==> src/tmsl_pkg.sv <==
package tmsl_pkg;

   // ----------------------------------------
   // Register offsets
   // ----------------------------------------
   localparam logic [7:0] OFS_STAT1      = 8'h02; // Primary alarm status
   localparam logic [7:0] OFS_RWARN_LIM  = 8'h07; // Remote warning limit
   localparam logic [7:0] OFS_ONE_SHOT   = 8'h0f; // One-shot trigger, write only
   localparam logic [7:0] OFS_RCRIT_LIM  = 8'h19; // Remote critical limit
   localparam logic [7:0] OFS_LOCAL_LIM  = 8'h20; // Local shared limit
   localparam logic [7:0] OFS_HYST       = 8'h21; // Common hysteresis
   localparam logic [7:0] OFS_STAT2      = 8'h33; // Secondary alarm status
   localparam logic [7:0] OFS_MAKER_ID   = 8'hfe; // Maker identity
   localparam logic [7:0] OFS_REV_ID     = 8'hff; // Die revision identity

   // ----------------------------------------
   // Field positions
   // ----------------------------------------
   localparam int BIT_S1_BUSY    = 7; // Conversion running
   localparam int BIT_S1_RWARN   = 4; // Remote warning flag
   localparam int BIT_S1_FAULT   = 2; // Remote diode fault
   localparam int BIT_S1_RCRIT   = 1; // Remote critical flag
   localparam int BIT_S1_LOCAL   = 0; // Local combined flag
   localparam int BIT_S2_NRDY    = 7; // Power-up not finished
   localparam int BIT_S2_MODEL   = 6; // Transistor model detect
   localparam logic [7:0] HYST_MASK = 8'h1f; // Writable hysteresis bits

   // ----------------------------------------
   // Reset values
   // ----------------------------------------
   localparam logic [7:0] RST_RWARN_LIM = 8'h55; // 85 degrees
   localparam logic [7:0] RST_RCRIT_LIM = 8'h6e; // 110 degrees
   localparam logic [7:0] RST_LOCAL_LIM = 8'h55; // 85 degrees
   localparam logic [7:0] RST_HYST      = 8'h0a; // 10 degrees
   localparam logic [10:0] FAULT_UNSIGNED = 11'h000; // Reads 0 degrees
   localparam logic [10:0] FAULT_SIGNED   = 11'h400; // Reads -128 degrees

   // ----------------------------------------
   // Timing
   // ----------------------------------------
   localparam int CLK_MHZ      = 250;                    // Core clock rate
   localparam int PWRUP_MS     = 30;                     // Power-up sequence
   localparam int PWRUP_CYCLES = PWRUP_MS * CLK_MHZ * 1000; // 7.5 M cycles

   // ----------------------------------------
   // Carriers
   // ----------------------------------------
   typedef struct packed {
      logic [7:0] addr;  // Register offset
      logic       wr;    // Write strobe
      logic       rd;    // Read strobe
      logic [7:0] wdata; // Write data
   } tmsl_regreq_s;

   typedef struct packed {
      logic       busy;        // Converter running
      logic       fault;       // Remote diode fault
      logic       model_sel;   // Discrete transistor model chosen
      logic       sense_en;    // Transistor-equation sensing on
      logic       standby;     // Device stopped
      logic [10:0] remote_u;   // Raw unsigned remote reading
      logic [10:0] remote_s;   // Raw signed remote reading
      logic [7:0] local_t;     // Local temperature, whole degrees
   } tmsl_conv_s;

endpackage : tmsl_pkg

==> src/tmsl_regs.sv <==
`timescale 1ns/1ns
module tmsl_regs #(
   parameter int PWRUP_CYC = tmsl_pkg::PWRUP_CYCLES, // Power-up length in cycles
   parameter logic [7:0] MAKER_CODE = 8'h5a,         // Arbitrary value
   parameter logic [7:0] REV_CODE   = 8'h10          // Arbitrary value
) (
   input  wire logic                  clock,        // Core clock, 250 MHz
   input  wire logic                  srst,         // Sync reset, high
   input  wire tmsl_pkg::tmsl_regreq_s req,         // Register access request
   output logic [7:0]                 rdata,        // Read data, registered
   input  wire tmsl_pkg::tmsl_conv_s  conv,         // Converter side state
   output logic                       one_shot,     // Start one conversion, pulse
   output logic [10:0]                remote_u_out, // Unsigned remote readout
   output logic [10:0]                remote_s_out, // Signed remote readout
   output logic                       warn_n,       // Warning output, low active
   output logic                       crit_n        // Critical output, low active
);
   import tmsl_pkg::*;

   // ----------------------------------------
   // Parameter check
   // ----------------------------------------
   localparam int CW = $clog2(PWRUP_CYC + 1); // Power-up counter width
   generate
      if (PWRUP_CYC < 1) begin : g_bad_pwrup
         $error("PWRUP_CYC must be at least 1");
      end
      // The count is cast from an int, so keep it well inside that range
      if (CW > 30) begin : g_wide_pwrup
         $error("PWRUP_CYC too large for the power-up counter");
      end
   endgenerate

   // ----------------------------------------
   // Declarations
   // ----------------------------------------
   logic [7:0]    remote_warn_limit_unsigned; // Remote warning limit
   logic [7:0]    remote_critical_limit;      // Remote critical limit
   logic [7:0]    local_shared_limit;         // Local shared limit
   logic [7:0]    common_hysteresis;          // Common hysteresis
   logic [CW-1:0] pwr_cnt;                    // Power-up counter
   logic          not_ready;                  // Power-up still running
   logic          start_pending;              // One-shot issued, busy not yet seen
   logic          busy_level;                 // Conversion running
   logic          remote_warn_flag;           // Remote warning state
   logic          remote_critical_flag;       // Remote critical state
   logic          local_combined_flag;        // Local shared state
   logic [7:0]    alarm_status_primary;       // Status 1 image
   logic [7:0]    alarm_status_secondary;     // Status 2 image
   logic [7:0]    next_rdata;                 // Read mux result
   logic          wr_lim;                     // Write to a limit register
   logic [7:0]    cmp_temp  [3];              // Comparator temperatures
   logic [7:0]    cmp_limit [3];              // Comparator limits
   logic [2:0]    cmp_flag;                   // Comparator results

   // ----------------------------------------
   // Writable registers
   // ----------------------------------------
   // Only the four read/write offsets store; all others drop the write
   // A write and a read in one cycle return the old value
   // Reserved hysteresis bits are masked off on the way in
   always_ff @(posedge clock) begin
      if (srst) begin
         remote_warn_limit_unsigned <= RST_RWARN_LIM;
         remote_critical_limit      <= RST_RCRIT_LIM;
         local_shared_limit         <= RST_LOCAL_LIM;
         common_hysteresis          <= RST_HYST;
      end else if (req.wr) begin
         case (req.addr)
            OFS_RWARN_LIM: remote_warn_limit_unsigned <= req.wdata;
            OFS_RCRIT_LIM: remote_critical_limit      <= req.wdata;
            OFS_LOCAL_LIM: local_shared_limit         <= req.wdata;
            OFS_HYST:      common_hysteresis          <= req.wdata & HYST_MASK;
            default: begin
               // Read-only or unmapped: nothing stored
            end
         endcase
      end
   end

   // ----------------------------------------
   // Power-up sequence
   // ----------------------------------------
   // Counts from reset; not_ready falls when the count is reached
   // The counter stops once done, so it never wraps back to not ready
   always_ff @(posedge clock) begin
      if (srst) begin
         pwr_cnt   <= '0;
         not_ready <= 1'b1;
      end else if (not_ready) begin
         if (pwr_cnt == CW'(PWRUP_CYC - 1)) begin
            not_ready <= 1'b0;
         end
         pwr_cnt <= pwr_cnt + CW'(1);
      end
   end

   // ----------------------------------------
   // One-shot conversion start
   // ----------------------------------------
   // A pending flag covers the gap until the converter raises busy
   // Refused while busy, so one write never starts two conversions
   always_ff @(posedge clock) begin
      if (srst) begin
         one_shot      <= 1'b0;
         start_pending <= 1'b0;
      end else begin
         one_shot <= req.wr && req.addr == OFS_ONE_SHOT && conv.standby && !busy_level;
         if (req.wr && req.addr == OFS_ONE_SHOT && conv.standby && !busy_level) begin
            start_pending <= 1'b1;
         end else if (conv.busy) begin
            start_pending <= 1'b0;
         end
      end
   end

   // Busy covers both the request and the running conversion
   assign busy_level = conv.busy | start_pending;

   // ----------------------------------------
   // Limit comparators
   // ----------------------------------------
   // Index 0 remote warning, 1 remote critical, 2 local shared
   // Whole degrees only; the fraction bits play no part in alarms
   always_comb begin
      cmp_temp[0]  = conv.remote_u[10:3];
      cmp_temp[1]  = conv.remote_u[10:3];
      cmp_temp[2]  = conv.local_t;
      cmp_limit[0] = remote_warn_limit_unsigned;
      cmp_limit[1] = remote_critical_limit;
      cmp_limit[2] = local_shared_limit;
   end

   generate
      for (genvar i = 0; i < 3; i++) begin : g_cmp
         tmsl_hyst_cmp u_cmp (
            .clock (clock),
            .srst  (srst),
            .temp  (cmp_temp[i]),
            .limit (cmp_limit[i]),
            .hyst  (common_hysteresis),
            .flag  (cmp_flag[i])
         );
      end
   endgenerate

   assign remote_warn_flag     = cmp_flag[0];
   assign remote_critical_flag = cmp_flag[1];
   assign local_combined_flag  = cmp_flag[2];

   // ----------------------------------------
   // Alarm pins
   // ----------------------------------------
   // Local flag drives both pins since one limit serves both
   // Registered, so the pins never glitch while a flag updates
   always_ff @(posedge clock) begin
      if (srst) begin
         warn_n <= 1'b1;
         crit_n <= 1'b1;
      end else begin
         warn_n <= !(remote_warn_flag | local_combined_flag);
         crit_n <= !(remote_critical_flag | local_combined_flag);
      end
   end

   // ----------------------------------------
   // Remote readouts
   // ----------------------------------------
   // A faulty diode gives nonsense, so the readouts are pinned
   // Clean readings pass through with one cycle of delay
   always_ff @(posedge clock) begin
      if (srst) begin
         remote_u_out <= FAULT_UNSIGNED;
         remote_s_out <= FAULT_SIGNED;
      end else if (conv.fault) begin
         remote_u_out <= FAULT_UNSIGNED;
         remote_s_out <= FAULT_SIGNED;
      end else begin
         remote_u_out <= conv.remote_u;
         remote_s_out <= conv.remote_s;
      end
   end

   // ----------------------------------------
   // Status images
   // ----------------------------------------
   // Reserved positions are constant zero, never state
   // Busy also covers a start that the converter has not yet seen
   always_comb begin
      alarm_status_primary                = 8'h00;
      alarm_status_primary[BIT_S1_BUSY]   = busy_level;
      alarm_status_primary[BIT_S1_RWARN]  = remote_warn_flag;
      alarm_status_primary[BIT_S1_FAULT]  = conv.fault;
      alarm_status_primary[BIT_S1_RCRIT]  = remote_critical_flag;
      alarm_status_primary[BIT_S1_LOCAL]  = local_combined_flag;
      alarm_status_secondary              = 8'h00;
      alarm_status_secondary[BIT_S2_NRDY] = not_ready;
      alarm_status_secondary[BIT_S2_MODEL] = conv.model_sel & conv.sense_en;
   end

   // ----------------------------------------
   // Read path
   // ----------------------------------------
   // Unmapped and write-only offsets read as zero
   always_comb begin
      case (req.addr)
         OFS_STAT1:     next_rdata = alarm_status_primary;
         OFS_RWARN_LIM: next_rdata = remote_warn_limit_unsigned;
         OFS_RCRIT_LIM: next_rdata = remote_critical_limit;
         OFS_LOCAL_LIM: next_rdata = local_shared_limit;
         OFS_HYST:      next_rdata = common_hysteresis;
         OFS_STAT2:     next_rdata = alarm_status_secondary;
         OFS_MAKER_ID:  next_rdata = MAKER_CODE;
         OFS_REV_ID:    next_rdata = REV_CODE;
         default:       next_rdata = 8'h00;
      endcase
   end

   // Read data held until the next read
   // Holding it lets a slow host collect the byte when it likes
   always_ff @(posedge clock) begin
      if (srst) begin
         rdata <= 8'h00;
      end else if (req.rd) begin
         rdata <= next_rdata;
      end
   end

   // ----------------------------------------
   // Checks
   // ----------------------------------------
   // Any write that lands in a limit or the hysteresis register
   assign wr_lim = req.wr && (req.addr == OFS_RWARN_LIM || req.addr == OFS_RCRIT_LIM ||
                              req.addr == OFS_LOCAL_LIM || req.addr == OFS_HYST);
endmodule : tmsl_regs

==> src/tmsl_hyst_cmp.sv <==
`timescale 1ns/1ns
module tmsl_hyst_cmp (
   input  wire logic       clock, // Core clock
   input  wire logic       srst,  // Sync reset, high
   input  wire logic [7:0] temp,  // Temperature, whole degrees
   input  wire logic [7:0] limit, // Alarm limit
   input  wire logic [7:0] hyst,  // Hysteresis amount
   output logic            flag   // Alarm state
);
   import tmsl_pkg::*;

   // ----------------------------------------
   // Release threshold
   // ----------------------------------------
   logic [7:0] release_lvl; // Limit minus hysteresis, floored

   // Floor at zero so a big hysteresis never wraps to a high level
   always_comb begin
      if (hyst > limit) begin
         release_lvl = 8'h00;
      end else begin
         release_lvl = limit - hyst;
      end
   end

   // ----------------------------------------
   // Flag state
   // ----------------------------------------
   // Set above limit, hold in the band, clear below release
   always_ff @(posedge clock) begin
      if (srst) begin
         flag <= 1'b0;
      end else if (temp > limit) begin
         flag <= 1'b1;
      end else if (temp < release_lvl) begin
         flag <= 1'b0;
      end
   end
endmodule : tmsl_hyst_cmp

==> config.mk <==
export PLATFORM = sky130hd
export DESIGN_NAME = tmsl_regs
export DESIGN_NICKNAME = d
export VERILOG_FILES = /design/src/tmsl_pkg.sv /design/src/tmsl_regs.sv /design/src/tmsl_hyst_cmp.sv
export SDC_FILE = /design/constraint.sdc
export NUM_CORES = 1
export LEC_CHECK = 0
export BUFFER_PORTS_ARGS = -buffer_cell sky130_fd_sc_hd__clkbuf_2
export CAP_MARGIN = 10
export CORE_UTILIZATION = 35
export DETAILED_ROUTE_END_ITERATION = 8
export GPL_ROUTABILITY_DRIVEN = 0
export REMOVE_ABC_BUFFERS = 1
export SLEW_MARGIN = 25
export SYNTH_ARGS = -nofsm -noshare
export SYNTH_HDL_FRONTEND = slang
export SYNTH_SLANG_ARGS = --single-unit
==> constraint.sdc <==
create_clock -name clock -period 3.32 [get_ports clock]
set_clock_uncertainty 0.1 [all_clocks]
set_input_delay 0.332 -clock clock [delete_from_list [all_inputs] [get_ports clock]]
set_output_delay 0.332 -clock clock [all_outputs]
set_load 0.05 [all_outputs]
==> results of run 1 <==
## cells by family (layout without fill, tap and decap cells)
family / Yosys count / count (layout) / synth area share (%)
simple gates: 267 / 267 / 26.3
compound gates: 119 / 119 / 14.6
flops: 90 / 90 / 32.8
fa+ha+maj: 64 / 64 / 15.0
buf+inv: 60 / 146 / 4.17
mux: 21 / 21 / 3.88
xor+xnor: 20 / 20 / 3.19
## per-layer routing
layer  GRT usage (%)  wire length (um)
met1            25.9              7220
met2            30.8              6670
met3            3.85               837
met5               0                 0
met4            5.04               123
## critical path, stage by stage, from the launching register on
cell      delay (ns)
dfxtp_1         0.39
inv_1           0.07
ha_1            0.21
fa_1            0.38
nand2b_1        0.20
a21oi_1         0.27
nand2b_1        0.23
o21ai_0         0.11
ha_1            0.29
a21o_1          0.18
a21o_1          0.18
a21o_1          0.18
a22oi_1         0.13
o21bai_1        0.08
## stage by stage
step | total power, mW | worst slack, ns | cells | utilization (%)
CTS | 2.43 | 0.147 | 938 | 42.2
finish | 2.41 | 0.178 | 938 | 42.3
global route | 2.50 | 0.0139 | 938 | 42.3
floorplan | 1.27 | 0.492 | 617 | -
detailed placement | 1.40 | 0.160 | 922 | 40.3
global placement | 1.39 | 0.310 | 922 | 40.3
## flip-flops by register name, summed over array words and instances (netlist names)
name                        count
common_hysteresis               5
crit_n                          1
g_cmp.u_cmp.flag                3
local_shared_limit              8
not_ready                       1
one_shot                        1
pwr_cnt                        23
rdata                           8
remote_critical_limit           8
remote_s_out                   11
remote_u_out                   11
remote_warn_limit_unsigned      8
start_pending                   1
warn_n                          1
## synthesized netlist by cell type, drive strengths merged, types with 2 or more instances
cell	n	area, sq um
and2	22	138
ha	61	763
nand2b	15	93.8
or4b	3	30.0
a31oi	2	12.5
o21ai	24	120
or4	2	18.8
a21oi	31	155
nand2	50	188
nor3	12	60.1
clkbuf	18	67.6
xor2	11	96.3
fa	3	60.1
and4b	2	23.8
or2	3	18.8
buf	6	26.3
a21o	14	105
nor2	49	184
o21a	4	30.0
mux2i	19	190
and4	8	71.3
nor3b	3	27.5
a22o	10	87.6
a22oi	8	60.1
a211oi	3	35.0
mux2	2	22.5
dfxtp	90	1800
nand3	48	240
nor4	12	96.3
o21bai	2	15.0
a211o	2	17.5
o211ai	8	60.1
xnor2	9	78.8
nand4	13	81.3
nor2b	8	50.1
inv	36	135
and3	5	31.3
a32oi	3	26.3
nor4b	3	26.3
or3	7	43.8
## power groups by stage
stage | clock, mW | combinational [mW] | sequential [mW]
2_1_floorplan | 0 | 0.0958 | 1.18
3_3_place_gp | 0 | 0.253 | 1.14
3_5_place_dp | 0 | 0.260 | 1.14
4_1_cts | 1.06 | 0.261 | 1.11
5_1_grt | 1.10 | 0.286 | 1.11
6_report | 1.03 | 0.259 | 1.11
## cell type report
class                   count  area [sq um]  area share (%)
clock buffers              11           233            3.61
well taps                 211           264            4.09
repair buffers             94           488            7.56
clock inverters             5          62.6           0.970
multi-input cells         491          3470            53.7
inverters                  36           135            2.09
flip-flops and latches     90          1800            27.9
## how the worst max path moves through the flow
| stage | from | end | slack [ns] | depth (start not counted) |
|---|---|---|---|---|
| floorplan | common_hysteresis[1]$_SDFFE_PP1P_ | g_cmp[1].u_cmp.flag$_SDFFE_PP0P_ | 0.49 | 13 |
| global placement | remote_warn_limit_unsigned[0]$_SDFFE_PP1P_ | g_cmp[0].u_cmp.flag$_SDFFE_PP0P_ | 0.31 | 13 |
| detailed placement | remote_warn_limit_unsigned[0]$_SDFFE_PP1P_ | g_cmp[0].u_cmp.flag$_SDFFE_PP0P_ | 0.16 | 13 |
| CTS | remote_warn_limit_unsigned[0]$_SDFFE_PP1P_ | g_cmp[0].u_cmp.flag$_SDFFE_PP0P_ | 0.15 | 13 |
| global route | local_shared_limit[0]$_SDFFE_PP1P_ | g_cmp[2].u_cmp.flag$_SDFFE_PP0P_ | 0.01 | 13 |
| finish | local_shared_limit[0]$_SDFFE_PP1P_ | g_cmp[2].u_cmp.flag$_SDFFE_PP0P_ | 0.18 | 13 |
## timing repair
action | CTS | global route
endpoints found under the setup margin | 0 | 2
resized for setup | 0 | 3
setup buffers | 0 | 0
hold buffers | 0 | 0
==> impl_metrics.env, run 1 <==
export IMPL_rrSetupSlack_ns=0.18
export IMPL_drc=0
export IMPL_antenna_left=0
export IMPL_hold_end="remote_u_out[2]$_SDFF_PP0_"
export IMPL_synth_flop_cell="dfxtp_1"
export IMPL_whs_ns=0.0864
export IMPL_fin_tns_setup_ns=0
export IMPL_numCtsBuffers=9
export IMPL_min_from="conv[21]"
export IMPL_mostFrequentLayoutCells="dfxtp_1, clkbuf_2, ha_1, nand2_1, nor2_1"
export IMPL_fin_nets=841
export IMPL_hold_violations=0
export IMPL_worstPathMaxFanout=5
export IMPL_cp_arrival_ns=3.25
export IMPL_fp_row_count=45
export IMPL_power_leakage_nw=2.94
export IMPL_drt_first_pass_iters=5
export IMPL_syn_area_sq_um=5490
export IMPL_htreeDepth=3
export IMPL_synth_edf_count=0
export IMPL_drt_wl_total_mm=14.8
export IMPL_clk_pin_slew_ns=0.07
export IMPL_sw_frac_of_total_pct=26.0
export IMPL_rsz0062_at_grt="no"
export IMPL_setup_viol=0
export IMPL_grt_pass1_wl_mm=24.3
export IMPL_drive_gt1_share_pct=16.9
export IMPL_start_kind="flip-flop"
export IMPL_whs_path_depth=2
export IMPL_cts_root_buffer="clkbuf_16"
export IMPL_internal_power_mw=1.78
export IMPL_ys_seq_area_share_pct=32.8
export IMPL_switchingPower_uw=626
export IMPL_period_minus_slack_ns=3.14
export IMPL_antenna_found_initial=0
export IMPL_r2r_end="g_cmp[2].u_cmp.flag$_SDFFE_PP0P_"
export IMPL_grt_max_degree=50
export IMPL_dpl_cell_area_sq_um=6140
export IMPL_grt_ovfl_total=0
export IMPL_crit_reg2reg_launch="local_shared_limit[0]$_SDFFE_PP1P_"
export IMPL_final_area_sq_um=6450
export IMPL_worstHoldPathType="in -> reg"
export IMPL_crit_path_end_kind="flip-flop"
export IMPL_syn_area_per_cell_sq_um=8.56
export IMPL_io_buffers=87
export IMPL_start_util_pct=36.0
export IMPL_num_io_pins=88
export IMPL_slew_violations=0
export IMPL_ys_ff_latch=90
export IMPL_core_sq_um=15300
export IMPL_r2r_cells=13
export IMPL_grt_usage_pct=19.1
export IMPL_fillers=1538
export IMPL_grt_pass1_vias=4740
export IMPL_ir_drop_v=0.000294
export IMPL_synthDistinctLibCells=60
export IMPL_fin_crit_sh_pct=94.6
export IMPL_drv_cap=0
export IMPL_dieWidth_um=127
export IMPL_via_per_inst=5.35
export IMPL_drt_iter0_markers=367
export IMPL_clk_latency_ns=0.35
export IMPL_synth_cells=641
export IMPL_async_reset_ff_share_pct=0
export IMPL_clock_sinks=90
export IMPL_required_ns=3.43
export IMPL_outcome="complete, no violations"
export IMPL_combPwrFrac_pct=10.8
export IMPL_routed_via_count=5019
export IMPL_wl_per_cell_um=15.8
export IMPL_p_seq_share_pct=46.3
export IMPL_power_density_nw_per_um2=373
export IMPL_final_common_cell="dfxtp_1"
export IMPL_dpl_hpwl_mm=11.6
export IMPL_clock_power_share_pct=43.0
export IMPL_fp_dieArea_sq_um=16200
export IMPL_ys_warn_count=0
export IMPL_max_freq_mhz=318
export IMPL_maxSlewHeadroom_pct=43.3
export IMPL_area_growth_pct=17.6
export IMPL_worstSetupPathType="reg -> reg"
export IMPL_worst_pin_slew_ns=0.848
export IMPL_die_y_um=127
export IMPL_diodes=0
export IMPL_clk_path_buf_depth=2
export IMPL_cts_tree="built"
(Power assumes the default switching activity.)
==> inputs of run 2 (changes only) <==
--- a/config.mk
+++ b/config.mk
@@ -7,6 +7,7 @@
 export LEC_CHECK = 0
 export BUFFER_PORTS_ARGS = -buffer_cell sky130_fd_sc_hd__clkbuf_2
 export CAP_MARGIN = 10
+export CORE_ASPECT_RATIO = 1.5
 export CORE_UTILIZATION = 35
 export DETAILED_ROUTE_END_ITERATION = 8
 export GPL_ROUTABILITY_DRIVEN = 0
==> impl_metrics.env, run 2 (synthesis results as in run 1) <==
export IMPL_worstSetupPathType="reg -> reg"
export IMPL_setup_viol=0
export IMPL_wl_per_cell_um=17.1
export IMPL_antenna_found_initial=0
export IMPL_crit_path_end_kind="flip-flop"
export IMPL_dpl_hpwl_mm=12.5
export IMPL_die_y_um=155
export IMPL_drive_gt1_share_pct=17.5
export IMPL_drt_first_pass_iters=5
export IMPL_num_io_pins=88
export IMPL_largestRegisters="pwr_cnt (23), remote_s_out (11), remote_u_out (11)"
export IMPL_mostFrequentLayoutCells="dfxtp_1, clkbuf_2, ha_1, nand2_1, nor2_1"
export IMPL_drv_cap=0
export IMPL_required_ns=3.41
export IMPL_grt_ovfl_total=0
export IMPL_drc=0
export IMPL_whs_path_depth=2
export IMPL_rrSetupSlack_ns=0.22
export IMPL_fin_tns_setup_ns=0
export IMPL_antenna_left=0
export IMPL_switchingPower_uw=602
export IMPL_slew_violations=0
export IMPL_core_sq_um=15200
export IMPL_fp_dieArea_sq_um=16200
export IMPL_clock_sinks=90
export IMPL_p_seq_share_pct=45.1
export IMPL_numCtsBuffers=9
export IMPL_outcome="complete, no violations"
export IMPL_worst_pin_slew_ns=0.915
export IMPL_crit_path_end="g_cmp[0].u_cmp.flag$_SDFFE_PP0P_"
export IMPL_hold_violations=0
export IMPL_io_buffers=87
export IMPL_fillers=1498
export IMPL_dieWidth_um=104
export IMPL_drt_iter0_markers=334
export IMPL_cp_arrival_ns=3.19
export IMPL_grt_max_degree=49
export IMPL_grt_pass1_vias=5074
export IMPL_clk_pin_slew_ns=0.06
export IMPL_internal_power_mw=1.87
export IMPL_period_minus_slack_ns=3.10
export IMPL_cp_common_cell="a21o_1"
export IMPL_fin_ws_ns=0.223
export IMPL_finalPower_mw=2.47
export IMPL_grt_usage_pct=20.1
export IMPL_worstPathMaxFanout=4
export IMPL_clk_path_buf_depth=2
export IMPL_start_util_pct=36.1
export IMPL_power_density_nw_per_um2=381
export IMPL_path_cells="inv_1, ha_1, fa_1, nand2b_1, a21oi_2, nand2b_1, o21ai_0, ha_1, a21o_1, a21o_1, a21o_1, a22oi_1, o21ai_0"
export IMPL_r2r_end="g_cmp[0].u_cmp.flag$_SDFFE_PP0P_"
export IMPL_r2r_cells=13
export IMPL_sw_frac_of_total_pct=24.4
export IMPL_combPwrFrac_pct=10.7
export IMPL_largest_reg_flops=23
export IMPL_grt_pass1_wl_mm=25.8
export IMPL_clock_power_share_pct=44.2
export IMPL_power_leakage_nw=2.96
export IMPL_routed_via_count=5058
export IMPL_area_growth_pct=17.9
export IMPL_cpPeakStageDelay_ns=0.38
export IMPL_crit_reg2reg_launch="remote_warn_limit_unsigned[0]$_SDFFE_PP1P_"
export IMPL_maxSlewHeadroom_pct=38.7
export IMPL_regMostFlops="pwr_cnt"
export IMPL_critPathSlowestCell="fa_1"
export IMPL_htreeDepth=3
export IMPL_pre_cts_slack_ns=0.111
export IMPL_worstHoldPathType="in -> reg"
export IMPL_ir_drop_v=0.000182
export IMPL_drt_wl_total_mm=15.8
export IMPL_clk_latency_ns=0.34
export IMPL_final_common_cell="dfxtp_1"
export IMPL_startpoint="remote_warn_limit_unsigned[0]$_SDFFE_PP1P_"
export IMPL_cts_tree="built"
export IMPL_start_kind="flip-flop"
export IMPL_cts_root_buffer="clkbuf_16"
export IMPL_diodes=0
export IMPL_max_freq_mhz=323
export IMPL_rsz0062_at_grt="no"
export IMPL_via_per_inst=5.47
export IMPL_fin_crit_sh_pct=93.3
export IMPL_fin_nets=842
export IMPL_fp_row_count=55
[run 2: metal layers]
metal | GRT usage, % | vias up | wire length, um
li1 | - | 2462 | -
met1 | 22.4 | 2381 | 6420
met2 | 36.6 | 181 | 8090
met3 | 3.48 | 34 | 722
met4 | 10.0 | 0 | 608
met5 | 0 | - | 0
[run 2: power by group through the flow]
stage | Combinational (mW) | Sequential (mW) | Clock [mW]
final | 0.263 | 1.11 | 1.09
after CTS | 0.264 | 1.11 | 1.11
after floorplan | 0.0958 | 1.18 | 0
after global routing | 0.290 | 1.12 | 1.16
after detailed placement | 0.262 | 1.14 | 0
after global placement | 0.256 | 1.14 | 0
[run 2: how the worst min path moves through the flow]
stage,from,end
2_1_floorplan,srst,local_shared_limit[1]$_SDFFE_PP0P_
5_1_grt,conv[18],remote_s_out[10]$_SDFF_PP1_
6_report,conv[18],remote_s_out[10]$_SDFF_PP1_
4_1_cts,conv[18],remote_s_out[10]$_SDFF_PP1_
3_3_place_gp,start_pending$_SDFFE_PP0P_,one_shot$_SDFF_PP0_
3_5_place_dp,start_pending$_SDFFE_PP0P_,one_shot$_SDFF_PP0_
[run 2: final cells by class]
type	count	area (sq um)	area share [%]
Clock buffer	10	239	3.69
Multi-Input combinational cell	491	3470	53.7
Inverter	36	135	2.09
Clock inverter	4	76.3	1.18
Tap cell	199	249	3.85
Timing Repair Buffer	95	495	7.66
Sequential cell	90	1800	27.9
[run 2: what timing repair did]
item,CTS,global route
setup endpoints to repair,0,3
gates resized for setup,0,5
hold buffers,0,0
buffers inserted,0,1
[run 2: critical path: cells and delay by family (launching register included)]
| kind | cells | cell delay, ns |
|---|---|---|
| AOI/OAI and AO/OA | 7 | 1.12 |
| adders and majority gates | 3 | 0.90 |
| buffers and inverters | 1 | 0.06 |
| DFF | 1 | 0.37 |
| and+or+nand+nor | 2 | 0.40 |
[run 2: per-stage QoR]
step / hold slack [ns] / util [%] / std cells / instance area [sq um]
finish: 0.0763 / 42.5 / 925 / 6470
CTS: 0.0739 / 42.4 / 924 / 6440
floorplan: 0.301 / - / 617 / 5390
detailed placement: 0.340 / 40.3 / 910 / 6130
global placement: 0.332 / 40.3 / 910 / 6130
global route: 0.0859 / 42.5 / 925 / 6470
